$ cat src/logic/dhbc_pkg.sv
// Constants and types for the dual H-bridge chopper control
// Contract
// - All six inputs low gives standby, Hi-Z.
// - Any input high leaves standby at once.
// - Bridge A decodes stop, CCW and CW.
// - Bridge B decodes the same, independently.
// - Digital blanking is 4 or 6 chop clocks.
// - Blanking starts each charge and select change.
// - Threshold ignored while blanking is active.
// - Fixed analog blanking of about 400 ns added.
// - Pairing low: two bridges; high: one bridge.
// - Large mode follows bridge A inputs; B pins still count for standby and B select changes restart blanking.
// - Blank length applies in both pairing modes.
// - Chopping is timed by the chop oscillator.
// - Charge at counter start; threshold hit gives slow.
// - Slow to fast on the 11th chop edge.
// - After 16 clocks counter resets, charge again.
// - Forward switch pattern per charge, slow, fast.
// - Reverse switch pattern per charge, slow, fast.
package dhbc_pkg;

  // ==========================================================
  // Timing
  localparam int CORE_CLK_MHZ = 10;
  localparam int CHOP_PERIOD_CLKS = 16;
  localparam int FAST_START_EDGE = 11;
  localparam int BLANK_SHORT_CLKS = 4;
  localparam int BLANK_LONG_CLKS = 6;
  localparam int ANALOG_BLANK_NS = 400;
  localparam int ANALOG_BLANK_CYC = (ANALOG_BLANK_NS * CORE_CLK_MHZ + 999) / 1000;

  // ==========================================================
  // Counter widths and loads
  localparam int CNT_W = $clog2(CHOP_PERIOD_CLKS);
  localparam int DBLK_W = 3;
  localparam int ABLK_W = $clog2(ANALOG_BLANK_CYC + 1);
  // Restart tick is clock one of a period, so fast decay fills the last six clocks
  localparam logic [CNT_W-1:0] FAST_EDGE_CNT = CNT_W'(FAST_START_EDGE - 2);
  localparam logic [CNT_W-1:0] WRAP_CNT = CNT_W'(CHOP_PERIOD_CLKS - 1);
  localparam logic [DBLK_W-1:0] BLANK_SHORT_CNT = DBLK_W'(BLANK_SHORT_CLKS);
  localparam logic [DBLK_W-1:0] BLANK_LONG_CNT = DBLK_W'(BLANK_LONG_CLKS);
  localparam logic [ABLK_W-1:0] ANALOG_BLANK_CNT = ABLK_W'(ANALOG_BLANK_CYC);

  // ==========================================================
  // Bridges, inputs, switch patterns {UL, UR, LL, LR}
  localparam int NUM_BRIDGES = 2;
  localparam int NUM_SYNC_IN = 11;
  localparam logic [3:0] SW_OFF = 4'h0;
  localparam logic [3:0] SW_LOWERS = 4'h3;
  localparam logic [3:0] SW_UL_LR = 4'h9;
  localparam logic [3:0] SW_UR_LL = 4'h6;
  localparam logic [3:0] SW_RESET = SW_OFF;

  // ==========================================================
  // Types
  typedef enum logic [2:0] {
    DHBC_CHARGE = 3'h1,
    DHBC_SLOW = 3'h2,
    DHBC_FAST = 3'h4
  } dhbc_phase_t;

  typedef enum logic [3:0] {
    DHBC_OFF = 4'h1,
    DHBC_BRAKE = 4'h2,
    DHBC_CW = 4'h4,
    DHBC_CCW = 4'h8
  } dhbc_cmd_t;

endpackage

$ cat src/logic/dhbc_chopper.sv
// Chopping sequencer for one bridge: counter, decay phase, blanking
module dhbc_chopper
  import dhbc_pkg::*;
(
  // Clock and reset
  input wire logic core_clk,
  input wire logic arst_n,
  // Control
  input wire logic chopTick,
  input wire logic run,
  input wire logic blankLong,
  input wire logic blankRestart,
  input wire logic thresholdHit,
  // Status
  output dhbc_phase_t phase,
  output logic blankActive
);

  logic [CNT_W-1:0] cnt_reg, cnt_next;
  logic [DBLK_W-1:0] dBlank_reg, dBlank_next;
  logic [ABLK_W-1:0] aBlank_reg, aBlank_next;
  dhbc_phase_t phase_reg, phase_next;

  // ==========================================================
  // Decode
  wire periodEnd = run && chopTick && cnt_reg == WRAP_CNT;
  wire fastEdge = run && chopTick && cnt_reg == FAST_EDGE_CNT;
  // Idle holds both windows armed so the first charge is blanked
  wire restart = !run || periodEnd || blankRestart;
  wire [DBLK_W-1:0] blankLen = blankLong ? BLANK_LONG_CNT : BLANK_SHORT_CNT;
  wire blankDone = dBlank_reg == '0 && aBlank_reg == '0;
  wire senseTrip = chopTick && thresholdHit && blankDone;

  assign cnt_next = !run ? '0 : chopTick ? cnt_reg + 1'b1 : cnt_reg;
  assign dBlank_next = restart ? blankLen :
    (chopTick && dBlank_reg != '0) ? dBlank_reg - 1'b1 : dBlank_reg;
  assign aBlank_next = restart ? ANALOG_BLANK_CNT :
    (aBlank_reg != '0) ? aBlank_reg - 1'b1 : aBlank_reg;

  always_comb begin
    phase_next = phase_reg;
    if (!run || periodEnd) begin
      phase_next = DHBC_CHARGE;
    end else if (fastEdge) begin
      phase_next = DHBC_FAST;
    end else begin
      case (phase_reg)
        DHBC_CHARGE: if (senseTrip) phase_next = DHBC_SLOW;
        default: phase_next = phase_reg;
      endcase
    end
  end

  always_ff @(posedge core_clk or negedge arst_n) begin
    if (!arst_n) begin
      cnt_reg <= '0;
      dBlank_reg <= BLANK_SHORT_CNT;
      aBlank_reg <= ANALOG_BLANK_CNT;
      phase_reg <= DHBC_CHARGE;
    end else begin
      cnt_reg <= cnt_next;
      dBlank_reg <= dBlank_next;
      aBlank_reg <= aBlank_next;
      phase_reg <= phase_next;
    end
  end

  assign phase = phase_reg;
  assign blankActive = !blankDone;
endmodule

$ cat src/logic/dhbc_top.sv
// Dual H-bridge control: input decode, pairing, chopping, switch drive
module dhbc_top
  import dhbc_pkg::*;
(
  // Clock and reset
  input wire logic core_clk,
  input wire logic arst_n,
  // Bridge A pins
  input wire logic bridgeASelect1,
  input wire logic bridgeASelect2,
  input wire logic bridgeAGate,
  // Bridge B pins
  input wire logic bridgeBSelect1,
  input wire logic bridgeBSelect2,
  input wire logic bridgeBGate,
  // Static configuration pins
  input wire logic blankLengthSelect,
  input wire logic bridgePairingSelect,
  // Chopping oscillator and sense comparators
  input wire logic chopOscillator,
  input wire logic currentThresholdHitA,
  input wire logic currentThresholdHitB,
  // Switch drive, bit 0 bridge A, bit 1 bridge B
  output logic [NUM_BRIDGES-1:0] upperLeftSwitch,
  output logic [NUM_BRIDGES-1:0] upperRightSwitch,
  output logic [NUM_BRIDGES-1:0] lowerLeftSwitch,
  output logic [NUM_BRIDGES-1:0] lowerRightSwitch,
  // Status
  output logic standbyActive
);

  // ==========================================================
  // Input synchronisers
  logic [NUM_SYNC_IN-1:0] syncMeta_reg;
  logic [NUM_SYNC_IN-1:0] syncIn_reg;
  logic chopPrev_reg;
  logic [3:0] selPrev_reg;

  wire [NUM_SYNC_IN-1:0] rawIn = {
    chopOscillator,
    currentThresholdHitB,
    currentThresholdHitA,
    bridgePairingSelect,
    blankLengthSelect,
    bridgeBGate,
    bridgeBSelect2,
    bridgeBSelect1,
    bridgeAGate,
    bridgeASelect2,
    bridgeASelect1
  };

  always_ff @(posedge core_clk or negedge arst_n) begin
    if (!arst_n) begin
      syncMeta_reg <= '0;
      syncIn_reg <= '0;
    end else begin
      syncMeta_reg <= rawIn;
      syncIn_reg <= syncMeta_reg;
    end
  end

  // ==========================================================
  // Named synchronised inputs
  wire aSel1 = syncIn_reg[0];
  wire aSel2 = syncIn_reg[1];
  wire aGate = syncIn_reg[2];
  wire bSel1 = syncIn_reg[3];
  wire bSel2 = syncIn_reg[4];
  wire bGate = syncIn_reg[5];
  wire blankLong = syncIn_reg[6];
  // Pairing is strapped; a change in operation is not recovered cleanly
  wire paired = syncIn_reg[7];
  wire hitA = syncIn_reg[8];
  wire hitB = syncIn_reg[9];
  wire chopSync = syncIn_reg[10];

  wire [3:0] selNow = {bSel2, bSel1, aSel2, aSel1};

  // ==========================================================
  // Chop clock edge and select change detection
  always_ff @(posedge core_clk or negedge arst_n) begin
    if (!arst_n) begin
      chopPrev_reg <= 1'b0;
      selPrev_reg <= 4'h0;
    end else begin
      chopPrev_reg <= chopSync;
      selPrev_reg <= selNow;
    end
  end

  // Oscillator rate is far below core_clk, so one enable per edge
  wire chopTick = chopSync && !chopPrev_reg;
  wire selChange = |(selNow ^ selPrev_reg);

  // ==========================================================
  // Standby
  wire allLow = !(aSel1 || aSel2 || aGate || bSel1 || bSel2 || bGate);

  // ==========================================================
  // Per-bridge pins gathered for the generate loop
  wire [NUM_BRIDGES-1:0] gateIn = {bGate, aGate};
  wire [NUM_BRIDGES-1:0] sel1In = {bSel1, aSel1};
  wire [NUM_BRIDGES-1:0] sel2In = {bSel2, aSel2};
  wire [NUM_BRIDGES-1:0] hitIn = {hitB, hitA};

  dhbc_cmd_t cmd [NUM_BRIDGES];
  dhbc_phase_t phase [NUM_BRIDGES];
  logic [NUM_BRIDGES-1:0] blankBusy;
  logic [3:0] swRaw [NUM_BRIDGES];
  logic [3:0] swNext [NUM_BRIDGES];
  logic [3:0] sw_reg [NUM_BRIDGES];

  genvar b;
  generate
    for (b = 0; b < NUM_BRIDGES; b++) begin : g_bridge
      wire gt = gateIn[b];
      wire s1 = sel1In[b];
      wire s2 = sel2In[b];
      wire isStop = gt && !s1 && !s2;
      wire isCw = gt && s1 && !s2;
      wire isCcw = gt && !s1 && s2;
      wire isOff = isStop || allLow;
      wire isRun = (isCw || isCcw) && !allLow;
      wire [3:0] chargeSw = isCw ? SW_UL_LR : SW_UR_LL;
      wire [3:0] fastSw = isCw ? SW_UR_LL : SW_UL_LR;

      // Brake covers gate low outside standby, whatever the selects, and both selects high
      assign cmd[b] = isOff ? DHBC_OFF : isCw ? DHBC_CW :
        isCcw ? DHBC_CCW : DHBC_BRAKE;

      // Blank length shared by both bridges in either pairing mode
      dhbc_chopper u_chopper (
        .core_clk(core_clk),
        .arst_n(arst_n),
        .chopTick(chopTick),
        .run(isRun),
        .blankLong(blankLong),
        .blankRestart(selChange),
        .thresholdHit(hitIn[b]),
        .phase(phase[b]),
        .blankActive(blankBusy[b])
      );

      assign swRaw[b] = (cmd[b] == DHBC_OFF) ? SW_OFF :
        (cmd[b] == DHBC_BRAKE) ? SW_LOWERS :
        (phase[b] == DHBC_SLOW) ? SW_LOWERS :
        (phase[b] == DHBC_FAST) ? fastSw : chargeSw;

      // Large mode: bridge B mirrors bridge A; its pins still count for standby and its select changes restart blanking
      if (b == 0) begin : g_own
        assign swNext[b] = swRaw[b];
      end else begin : g_pair
        assign swNext[b] = paired ? swRaw[0] : swRaw[b];
      end

      always_ff @(posedge core_clk or negedge arst_n) begin
        if (!arst_n) begin
          sw_reg[b] <= SW_RESET;
        end else begin
          sw_reg[b] <= swNext[b];
        end
      end

      assign upperLeftSwitch[b] = sw_reg[b][3];
      assign upperRightSwitch[b] = sw_reg[b][2];
      assign lowerLeftSwitch[b] = sw_reg[b][1];
      assign lowerRightSwitch[b] = sw_reg[b][0];
    end
  endgenerate

  // ==========================================================
  // Standby flag
  logic standby_reg;

  always_ff @(posedge core_clk or negedge arst_n) begin
    if (!arst_n) begin
      standby_reg <= 1'b1;
    end else begin
      standby_reg <= allLow;
    end
  end

  assign standbyActive = standby_reg;

  wire [3:0] swA = sw_reg[0];
  wire [3:0] swB = sw_reg[1];
endmodule

$ cat config.mk
export PLATFORM = sky130hd
export DESIGN_NAME = dhbc_top
export DESIGN_NICKNAME = d
export VERILOG_FILES = /design/src/logic/dhbc_pkg.sv /design/src/logic/dhbc_chopper.sv /design/src/logic/dhbc_top.sv
export SDC_FILE = /design/constraint.sdc
export NUM_CORES = 1
export LEC_CHECK = 0
export BUFFER_PORTS_ARGS = -buffer_cell sky130_fd_sc_hd__buf_4
export CAP_MARGIN = 20
export CORE_MARGIN = 3
export CORE_UTILIZATION = 51
export DETAILED_ROUTE_END_ITERATION = 6
export PLACE_DENSITY = 0.77
export SLEW_MARGIN = 0
export SYNTH_ARGS = -nofsm -noshare
export SYNTH_HDL_FRONTEND = slang
export SYNTH_SLANG_ARGS = --single-unit
$ cat constraint.sdc
create_clock -name core_clk -period 4.75 [get_ports core_clk]
set_input_delay 0.95 -clock core_clk [delete_from_list [all_inputs] [get_ports core_clk]]
set_output_delay 0.95 -clock core_clk [all_outputs]
set_load 0.02 [all_outputs]
# Yosys cells after proc, flatten, opt, wreduce, memory -nomap -nowiden
# Index checks and enable logic that the tools add are counted.
# totals
ff_bits	62
out_inout_bits	9
# op_classes
add_sub_neg	6
eq_ne	16
n_mux	40
bitwise_logic	1
reduce_logical	67
# op_table
cell	n
2-to-1 mux 4 bit	23
2-to-1 mux 3 bit	16
logical AND 1 bit	27
nonzero test 3 bit	8
== test 4 bit (second input constant)	4
logical OR 1 bit	13
logical NOT 3 bit	4
subtractor 3 x 1 -> 3 bit (second input constant)	4
adder 4 x 1 -> 4 bit (second input constant)	2
== test 4 x 1 -> 1 bit (second input constant)	2
== test 4 x 2 -> 1 bit (second input constant)	2
logical NOT 1 bit	8
nonzero test 2 bit	4
== test 3 x 1 -> 1 bit (second input constant)	2
== test 3 x 2 -> 1 bit (second input constant)	2
== test 3 bit (second input constant)	2
AND reduction 2 bit	2
OR reduction 4 bit	1
XOR 4 bit	1
2-to-1 mux 2 bit	1
inequality test 2 x 1 -> 1 bit (second input constant)	1
inequality test 2 bit (second input constant)	1

# Longest topological paths before layout
# Gate-level depths: netlist of the first run.
# depth
word_depth	12
ltp_mapped	6
depth_no_buf	6

# Modules after synthesis
# Synthesis of the first run repeated with hierarchy kept, for this count alone.
# unflattened
hier_cells	221
area_unflattened_um2	2717.6
# by_module_without_submodules
mod	instances	cells_each	area_each_um2	seq_area_each_um2
dhbc_top	1	92	1313.8	902.1
dhbc_chopper (g_bridge[1].u_chopper)	1	65	705.7	329.1
dhbc_chopper (g_bridge[0].u_chopper)	1	64	698.2	329.1

# Least setup slack after synthesis of the first run
# No wires, ideal clock.
# synth_timing
path_kind	reg2reg
from	register syncIn_reg[0]
to	register g_bridge[1].u_chopper.dBlank_reg[1]
setup_time_ps	128
arrival_ps	1380
required_time_ps	4622
setup_slack_ps	3243
stages_incl_launch_ff	6
n_path_buf	1
path_cell_list	dfrtp_1 -> buf_6 -> xnor2_2 -> nand4_2 -> nor3_4 -> mux2_1
# synth_between
elab_chain_cells	11
elab_cells_between_ends	15
# synth_lines
item	line	rtl
start, declared	dhbc_top.sv:35	logic [NUM_SYNC_IN-1:0] syncIn_reg;
start signal, assigned	dhbc_top.sv:59	syncIn_reg <= syncMeta_reg;
logical OR 1 bit (5 in series)	dhbc_top.sv:98	wire allLow = !(aSel1 || aSel2 || aGate || bSel1 || bSel2 || bGate);
logical AND 1 bit	dhbc_top.sv:124	wire isRun = (isCw || isCcw) && !allLow;
logical AND 1 bit (2 in series)	dhbc_chopper.sv:26	wire periodEnd = run && chopTick && cnt_reg == WRAP_CNT;
logical OR 1 bit	dhbc_chopper.sv:29	wire restart = !run || periodEnd || blankRestart;
logical OR 1 bit *	dhbc_chopper.sv:29	
2-to-1 mux 3 bit or nonzero test 2 bit (tied branches)	-	
end signal, assigned	dhbc_chopper.sv:62	dBlank_reg <= dBlank_next;
end, declared	dhbc_chopper.sv:20	logic [DBLK_W-1:0] dBlank_reg, dBlank_next;
# Mark *: on every way between the ends. The rest lies on a longest branch, timed or not.
# A chain may end at the register's enable or synchronous reset.

# Worst setup path after layout of the first run
# layout_timing
from	register standby_reg, in the netlist standbyActive
to	output standbyActive
# layout_lines
item	line	rtl
start, declared	dhbc_top.sv:174	logic standby_reg;
start signal, assigned	dhbc_top.sv:180	standby_reg <= allLow;
end, declared	dhbc_top.sv:29	output logic standbyActive
# No word-level cell between the ends.

==> flow_summary.ini, run 1 <==
[global_routing]
grt_pass1_vias = 1602
grt_max_degree = 63
grtUsageTotal_pct = 15.98
grt_first_pass_wirelength_mm = 7.293
grt_overflow_total = 0
antenna_found_initial = 0

[sta]
fin_crit_sh_pct = 40.64
fin_tns_setup_ns = 0
report.final.setup_viol = 0
fin_crit_ns = 1.930
rsz0062_at_grt = no
fin_skew_ns = 0.007987
maxSlewViolCount = 0
hold_viol_final = 0
fmax_mhz = 518.1
slew_headroom_pct = 51.35
worst_pin_slew_ns = 0.7297

[worst_setup_path]
cpMaxStageDelayCell = dfstp_2
cp_max_fo = 1
crit_chain = buf_4
cp.arrival_ns = 0.98
crit_type = reg2out
cp_top_family = flip-flops
critPathCaptureType = primary output
slowest_delay_ns = 0.51
worstPathRequired_ns = 3.80
cp-start-kind = register
worstPathBufferInverterCount = 1

[synth]
synth_edf_count = 0
synth.distinct_cells = 47
avgSynthCellArea_sq_um = 12.42
synth-compound-area-share_pct = 7.580
ys_seq_area_share_pct = 58.71
synth_ff_type = dfrtp_1
synthMuxAreaShare_pct = 3.202
synth_fa_ha_area_share_pct = 5.650
synth-seq-cells = 62
synthesis.nets = 239
synth-simple-area-share_pct = 16.81
synth_top_family_by_area = simple AND/OR/NAND/NOR gates
syn_inst = 214
yosys_warnings = 0
synthArstFlopShare_pct = 100.0
netlist_area_sq_um = 2658
synthXorXnorAreaFrac_pct = 5.179

[clocking]
path_clk_slew_ns = 0.07
cts_tree = built
ctsResizeCount = 0
clk_latency_ns = 0.34
cts.sinks = 62
cts_buffer_depth = 2
cts.htree.levels = 3
post_cts_buffers = 0
cts_root_buf = clkbuf_8
cts_buffers = 9
hold_buffers = 0

[finish]
num_antenna_cells = 0
fillers = 407
nNetsFinal = 267
multi_input_area_sq_um = 1021
final_cell_mix = dfrtp_1 (55), nor2_1 (23), buf_4 (21)
stdcell_count = 314
area_growth_pct = 14.45
seqCellArea_sq_um = 1560
drive_gt1_share_pct = 22.67
mostFrequentLayoutCell = dfrtp_1

[die]
io_pins = 22
rows = 25
die_h_microns = 78.19
initial_core_util_pct = 54.46
die_area_sq_um = 6113
die-width_microns = 78.19
coreArea_sq_um = 4880

[routing]
drtPass1Iterations = 4
drtIter0Drc = 81
wl_per_cell_microns = 13.24
ant_nets = 0
via_count = 1615
wirelength_mm = 4.158
drc = 0
vias_per_cell = 5.143

[placement]
hpwlAfterDp_mm = 2.913
portBuffers = 21
finalWeightedCongestion = 0.7833
dp.cells = 298

[pwr]
cellLeakagePower_nw = 1.383
ir_drop_uv = 244.4
power.density_nw_per_um2 = 344.5

[status]
status = finished, final reports clean

[flow_run]
cap_violations = 0

[min_path]
hold_path_class = reg2reg
[power breakdown]
| group | total (mW) | switching (mW) | leakage, nW | internal, mW |
|---|---|---|---|---|
| Clock | 0.407 | 0.192 | 0.0921 | 0.215 |
| Combinational | 0.0790 | 0.0440 | 0.533 | 0.0350 |
| Sequential | 0.562 | 0.0135 | 0.758 | 0.549 |
| Total | 1.05 | 0.249 | 1.38 | 0.799 |
[cells in the mapped netlist (2+ instances only)]
library cell	count	area (sq um)
a211oi_1	3	22.52
a22oi_1	2	15.01
a32o_1	2	20.02
and2_1	2	12.51
and2b_1	2	15.01
and4_1	2	17.52
buf_6	2	22.52
dfrtp_1	55	1376
dfstp_2	7	183.9
ha_1	12	150.1
inv_1	11	41.29
mux2_1	2	22.52
mux2_2	2	22.52
mux2i_1	4	40.04
nand2_1	11	41.29
nand2b_1	6	37.54
nand3_1	3	15.01
nand4_1	2	12.51
nand4b_1	2	17.52
nor2_1	23	86.33
nor2b_1	5	31.28
nor2b_4	3	41.29
nor3_1	6	30.03
nor4_1	2	12.51
o211a_1	2	20.02
o21ai_0	6	30.03
o22ai_1	4	25.02
xnor2_1	8	70.07
xnor2_2	2	32.53
xor2_1	4	35.03
[final cells by class]
type | count | area share, %
flip-flops and latches | 62 | 51.30
clock buffers | 12 | 5.101
multi-input cells | 137 | 33.57
inverters | 11 | 1.357
well taps | 67 | 2.756
clock inverters | 4 | 0.7404
repair buffers | 21 | 5.183
[layer usage]
metal	part of all wire, %	global-route usage [%]	vias to the layer above
met1	45	19.66	791
met2	48	24.14	23
met4	2.2	8.741	0
met5	0	0	-
li1	-	-	793
met3	4.6	6.307	8
[path summary, 6_finish.rpt]
| check | from | cells past startpoint | endpoint | slack [ns] |
|---|---|---|---|---|
| min reg2reg | syncMeta_reg[10]$_DFF_PN0_ | 0 | syncIn_reg[10]$_DFF_PN0_ | 0.35 |
| max reg2reg | syncIn_reg[1]$_DFF_PN0_ | 4 | g_bridge[1].u_chopper.dBlank_reg[1]$_DFFE_PN0P_ | 3.04 |
| max in group asynchronous | arst_n | 1 | syncMeta_reg[9]$_DFF_PN0_ | 3.59 |
| max | standbyActive$_DFF_PN1_ | 1 | standbyActive | 2.82 |
| min in group asynchronous | arst_n | 1 | swA[3]$_DFF_PN0_ | 0.68 |
| min | syncMeta_reg[10]$_DFF_PN0_ | 0 | syncIn_reg[10]$_DFF_PN0_ | 0.35 |
[metrics by stage]
stage	worst slack, ns	total power [mW]	utilization, %	hold WS [ns]	instance area [sq um]
finish	2.820	1.048	62.33	0.3455	3042
global route	2.787	1.100	62.33	0.3556	3042
CTS	2.804	1.064	62.33	0.3487	3042
detailed placement	3.025	0.6523	58.69	0.3347	2864
global placement	3.095	0.6494	58.69	0.3317	2864
floorplan	3.243	0.6180	-	0.3312	2658
[kinds of logic (layout without fill, tap and decap cells)]
logic type	count (synthesis)	count (layout)
AOI/OAI and AO/OA	27	27
muxes	8	8
xor gates and xnor gates	14	14
buffers and inverters	15	48
adders and majority gates	12	12
DFF	62	62
and+or+nand+nor	76	76
Power figures use the tool's default switching activity.
==> run 2, diff against run 1 <==
PLACE_DENSITY = 0.79   (was 0.77)
clock period = 1.7 ns   (was 4.75 ns; I/O delays follow)
==> run 2 against run 1 <==
  * Global-route usage increased by 0.88 points
  * Worst hold slack lost 0.24 ns
  * Flip-flop and latch count is the same
  * Core utilization rose by 2.9 points
  * Largest power group unchanged
==> flow_summary.ini, run 2 (synthesis gave the netlist of run 1 again) <==
[routing]
vias_per_cell = 5.220
ant_nets = 0
drc = 0
wl_per_cell_microns = 13.88
drtIter0Drc = 27
via_count = 1686
wirelength_mm = 4.482
drtPass1Iterations = 4

[global_routing]
antenna_found_initial = 0
grtUsageTotal_pct = 16.86
grt_overflow_total = 0
grt_max_degree = 44
grt_pass1_vias = 1747
grt_first_pass_wirelength_mm = 7.824

[die]
die_area_sq_um = 6113
initial_core_util_pct = 54.46
io_pins = 22
die_h_microns = 78.19
coreArea_sq_um = 4880
die-width_microns = 78.19
rows = 25

[sta]
fin_skew_ns = 0.009719
worst_slack_ns = 0.1040
report.final.setup_viol = 0
slew_headroom_pct = 75.60
hold_viol_final = 0
worst_pin_slew_ns = 0.3622
holdWs_ns = 0.1064
rsz0062_at_grt = no
fin_crit_ns = 1.596
maxSlewViolCount = 0
fin_tns_setup_ns = 0
fmax_mhz = 626.6
fin_crit_sh_pct = 93.88

[finish]
multi_input_area_sq_um = 1032
drive_gt1_share_pct = 26.56
area_growth_pct = 19.87
num_antenna_cells = 0
nNetsFinal = 276
postLayoutCellArea_sq_um = 3186
stdcell_count = 323
fillers = 369
mostFrequentLayoutCell = dfrtp_1
final_cell_mix = dfrtp_1 (54), buf_4 (28), nor2_1 (23)
seqCellArea_sq_um = 1562

[placement]
dpl-instance-area_sq_um = 2937
hpwlAfterDp_mm = 3.086
dp.cells = 306
portBuffers = 21
finalWeightedCongestion = 0.8027
dp_slack_ns = 0.06865

[worst_setup_path]
cp-start-kind = register
critPathCaptureType = register
cp.arrival_ns = 1.85
cp_max_fo = 6
crit_type = reg2reg
worstPathRequired_ns = 1.96

[clocking]
cts_buffers = 9
clk_latency_ns = 0.34
cts_root_buf = clkbuf_8
cts.htree.levels = 3
post_cts_buffers = 0
cts_buffer_depth = 2
path_clk_slew_ns = 0.07
cts.sinks = 62
cts_tree = built

[pwr]
power.density_nw_per_um2 = 1020
cellLeakagePower_nw = 1.452
ir_drop_uv = 708.6

[min_path]
hold_path_class = in2reg

[status]
status = finished, final reports clean

[flow_run]
cap_violations = 0
-- run 2: changes by cell type in the layout (fill, tap and decap cells not counted), sizes merged --
cell,before,now
clkbuf,12,9
bufinv,0,2
inv,11,14
dlygate4sd3,0,1
buf,21,29
clkinv,3,1
-- run 2: final cells by class --
type,instances,share of cell area [%]
multi-input cells,137,32.40
repair buffers,30,7.541
inverters,11,1.296
flip-flops and latches,62,49.02
clock buffers,9,3.888
clock inverters,7,3.221
well taps,67,2.632
-- run 2: worst max-delay path, cell delays in order (launching register included) --
cell	delay, ns
dfrtp_1	0.47
buf_4	0.19
nor2b_4	0.11
o21ai_2	0.08
or3_4	0.42
a211o_1	0.24
-- run 2: what timing repair did --
action / 4_1_cts / 5_1_grt
setup endpoints to repair: 0 / 3
hold buffers: 1 / 0
endpoints found under the hold margin: 16 / 0
resized for setup: 0 / 3
-- run 2: path summary, 6_finish.rpt --
check / startpoint / endpoint / slack (ns) / cells after the start
max: syncIn_reg[0]$_DFF_PN0_ / g_bridge[0].u_chopper.dBlank_reg[2]$_DFFE_PN1P_ / 0.10 / 5
max reg2reg: syncIn_reg[0]$_DFF_PN0_ / g_bridge[0].u_chopper.dBlank_reg[2]$_DFFE_PN1P_ / 0.10 / 5
min reg2reg: syncMeta_reg[10]$_DFF_PN0_ / syncIn_reg[10]$_DFF_PN0_ / 0.35 / 0
max in group asynchronous: arst_n / g_bridge[1].u_chopper.dBlank_reg[2]$_DFFE_PN1P_ / 0.71 / 3
min in group asynchronous: arst_n / syncIn_reg[8]$_DFF_PN0_ / 0.42 / 2
min: bridgeASelect2 / syncMeta_reg[1]$_DFF_PN0_ / 0.11 / 1
-- run 2: stage by stage --
stage,power (mW),utilization [%]
6_report,3.249,65.28
5_1_grt,3.388,65.28
4_1_cts,3.298,65.03
3_5_place_dp,1.837,60.18
3_3_place_gp,1.828,60.18
2_1_floorplan,1.727,-
-- run 2: metal layers --
layer	GRT usage [%]	vias up	wire length (microns)
met3	6.881	7	159
met5	0	-	0
met2	27.48	28	2235
met4	5.245	0	76
li1	-	806	-
met1	20.54	845	2011
-- run 2: power by group --
part | internal [mW] | leakage, nW | switching [mW]
Combinational | 0.112 | 0.584 | 0.129
Clock | 0.842 | 0.111 | 0.598
Sequential | 1.53 | 0.757 | 0.0360
==> run 3, diff against run 2 <==
CELL_PAD_IN_SITES_DETAIL_PLACEMENT = 0   (was default)
CELL_PAD_IN_SITES_GLOBAL_PLACEMENT = 1   (was default)
CORE_UTILIZATION = 43   (was 51)
PLACE_DENSITY = 0.81   (was 0.79)
==> run 3 against run 2 <==
  * Non-clock buffer count is the same
  * Wire length shrank 6.5%
  * Die area is 17% higher
  * Critical path depth is 1 lower
  * Register-to-register slack hardly changed
  * Final area shrank 0.79%
  * Clock skew shrank 0.0012 ns
  * Maximum frequency fell by 0.33%
  * Largest cell class unchanged
==> flow_summary.ini, run 3 (synthesis gave the netlist of run 1 again) <==
[die]
initial_core_util_pct = 44.62
coreArea_sq_um = 5956
die-width_microns = 84.62
io_pins = 22
die_h_microns = 84.62
die_area_sq_um = 7160
rows = 28

[placement]
portBuffers = 21
finalWeightedCongestion = 0.7835
dp.cells = 314
hpwlAfterDp_mm = 3.069

[pwr]
power.density_nw_per_um2 = 972.1
ir_drop_uv = 675.2
p_total_mw = 3.072
cellLeakagePower_nw = 1.436

[finish]
num_antenna_cells = 0
mostFrequentLayoutCell = dfrtp_1
final_cell_mix = dfrtp_1 (54), buf_4 (28), nor2_1 (23)
drive_gt1_share_pct = 26.17
nNetsFinal = 276
area_growth_pct = 18.93
stdcell_count = 331

[global_routing]
antenna_found_initial = 0
grt_pass1_vias = 1593
grt_overflow_total = 0
grt_first_pass_wirelength_mm = 7.472
grtUsageTotal_pct = 13.52
grt_max_degree = 34

[flow_run]
cap_violations = 0

[clocking]
cts_tree = built
cts.htree.levels = 3
cts_buffers = 9
path_clk_slew_ns = 0.07
clk_latency_ns = 0.34
cts.sinks = 62
cts_root_buf = clkbuf_8
cts_buffer_depth = 2

[sta]
worst_pin_slew_ns = 0.4030
fin_tns_setup_ns = 0
fmax_mhz = 624.5
holdWs_ns = 0.1001
rsz0062_at_grt = no
maxSlewViolCount = 0
hold_viol_final = 0
slew_headroom_pct = 73.13
report.final.setup_viol = 0
fin_crit_ns = 1.601
fin_crit_sh_pct = 94.19
fin_skew_ns = 0.008508

[status]
status = finished, final reports clean

[worst_setup_path]
crit_type = reg2reg
cp_max_fo = 4
cp-start-kind = register
worst-r2r-setup-slack_ns = 0.1
critPathCapture = g_bridge[0].u_chopper.dBlank_reg[1]$_DFFE_PN0P_
slowest_delay_ns = 0.43
critPathCaptureType = register
cpMaxStageDelayCell = dfrtp_1
critPathLaunch = g_bridge[0].u_chopper.cnt_reg[0]$_DFFE_PN0P_
reg2reg_depth = 4
crit_chain = ha_1 > and4_4 > nor3_1 > mux2_1
cp_top_family = simple AND/OR/NAND/NOR gates
cp.arrival_ns = 1.82
cp.depth = 4
r2r-start = g_bridge[0].u_chopper.cnt_reg[0]$_DFFE_PN0P_
r2r-end = g_bridge[0].u_chopper.dBlank_reg[1]$_DFFE_PN0P_
worstPathRequired_ns = 1.92
worstPathBufferInverterCount = 0

[routing]
wirelength_mm = 4.192
ant_nets = 0
drtIter0Drc = 51
via_count = 1621
drtPass1Iterations = 4
wl_per_cell_microns = 12.66
drc = 0
vias_per_cell = 4.897

[min_path]
hold_path_class = in2reg
==> run 3: cell type report <==
cell class | instances | area [sq um]
Fill cell | 523 | 2795
Sequential cell | 62 | 1562
Multi-Input combinational cell | 137 | 1027
Timing Repair Buffer | 30 | 240.2
Clock buffer | 9 | 123.9
Tap cell | 75 | 93.84
Clock inverter | 7 | 72.57
Inverter | 11 | 41.29
==> run 3: worst min-delay path by stage <==
stage	from	to	slack, ns	cells past startpoint
global placement	arst_n	syncIn_reg[8]$_DFF_PN0_	0.30	1
finish	bridgeBGate	syncMeta_reg[5]$_DFF_PN0_	0.10	1
floorplan	arst_n	chopPrev_reg$_DFF_PN0_	0.04	0
detailed placement	arst_n	g_bridge[0].u_chopper.cnt_reg[2]$_DFFE_PN0P_	0.30	1
CTS	bridgeASelect2	syncMeta_reg[1]$_DFF_PN0_	0.08	1
global route	bridgeBGate	syncMeta_reg[5]$_DFF_PN0_	0.08	1
==> run 3: per-stage QoR <==
stage                     utilization [%]  setup slack [ns]  area, sq um
final                               53.07           0.09879         3161
after global routing                53.07          0.001556         3161
after CTS                           52.96           0.05976         3154
after detailed placement            49.47          0.009990         2947
after global placement              49.47           0.09052         2947
after floorplan                         -            0.1928         2658
==> run 3: routing by layer <==
layer  vias to the layer above  global-route usage, %  routed length (microns)
li1                        807                      -                        -
met1                       785                  18.63                     2082
met2                        19                  18.79                     1884
met3                        10                  3.533                       89
met4                         0                  8.777                      135
met5                         -                      0                        0
==> run 3: worst reg2reg max path, stage by stage, from the launching register on <==
cell	delay (ns)
dfrtp_1	0.43
ha_1	0.24
and4_4	0.20
nor3_1	0.26
mux2_1	0.36
==> run 3: power breakdown <==
part	total [mW]	internal, mW	switching [mW]
Sequential	1.57	1.53	0.0368
Clock	1.27	0.677	0.589
Combinational	0.236	0.111	0.125
Total	3.07	2.32	0.751
==> run 3: timing repair <==
item                                    in CTS  in global routing
endpoints found under the hold margin       24                  0
endpoints found under the setup margin       1                  2
hold buffers                                 1                  0
setup buffers                                0                  0
gates resized for setup                      1                  1
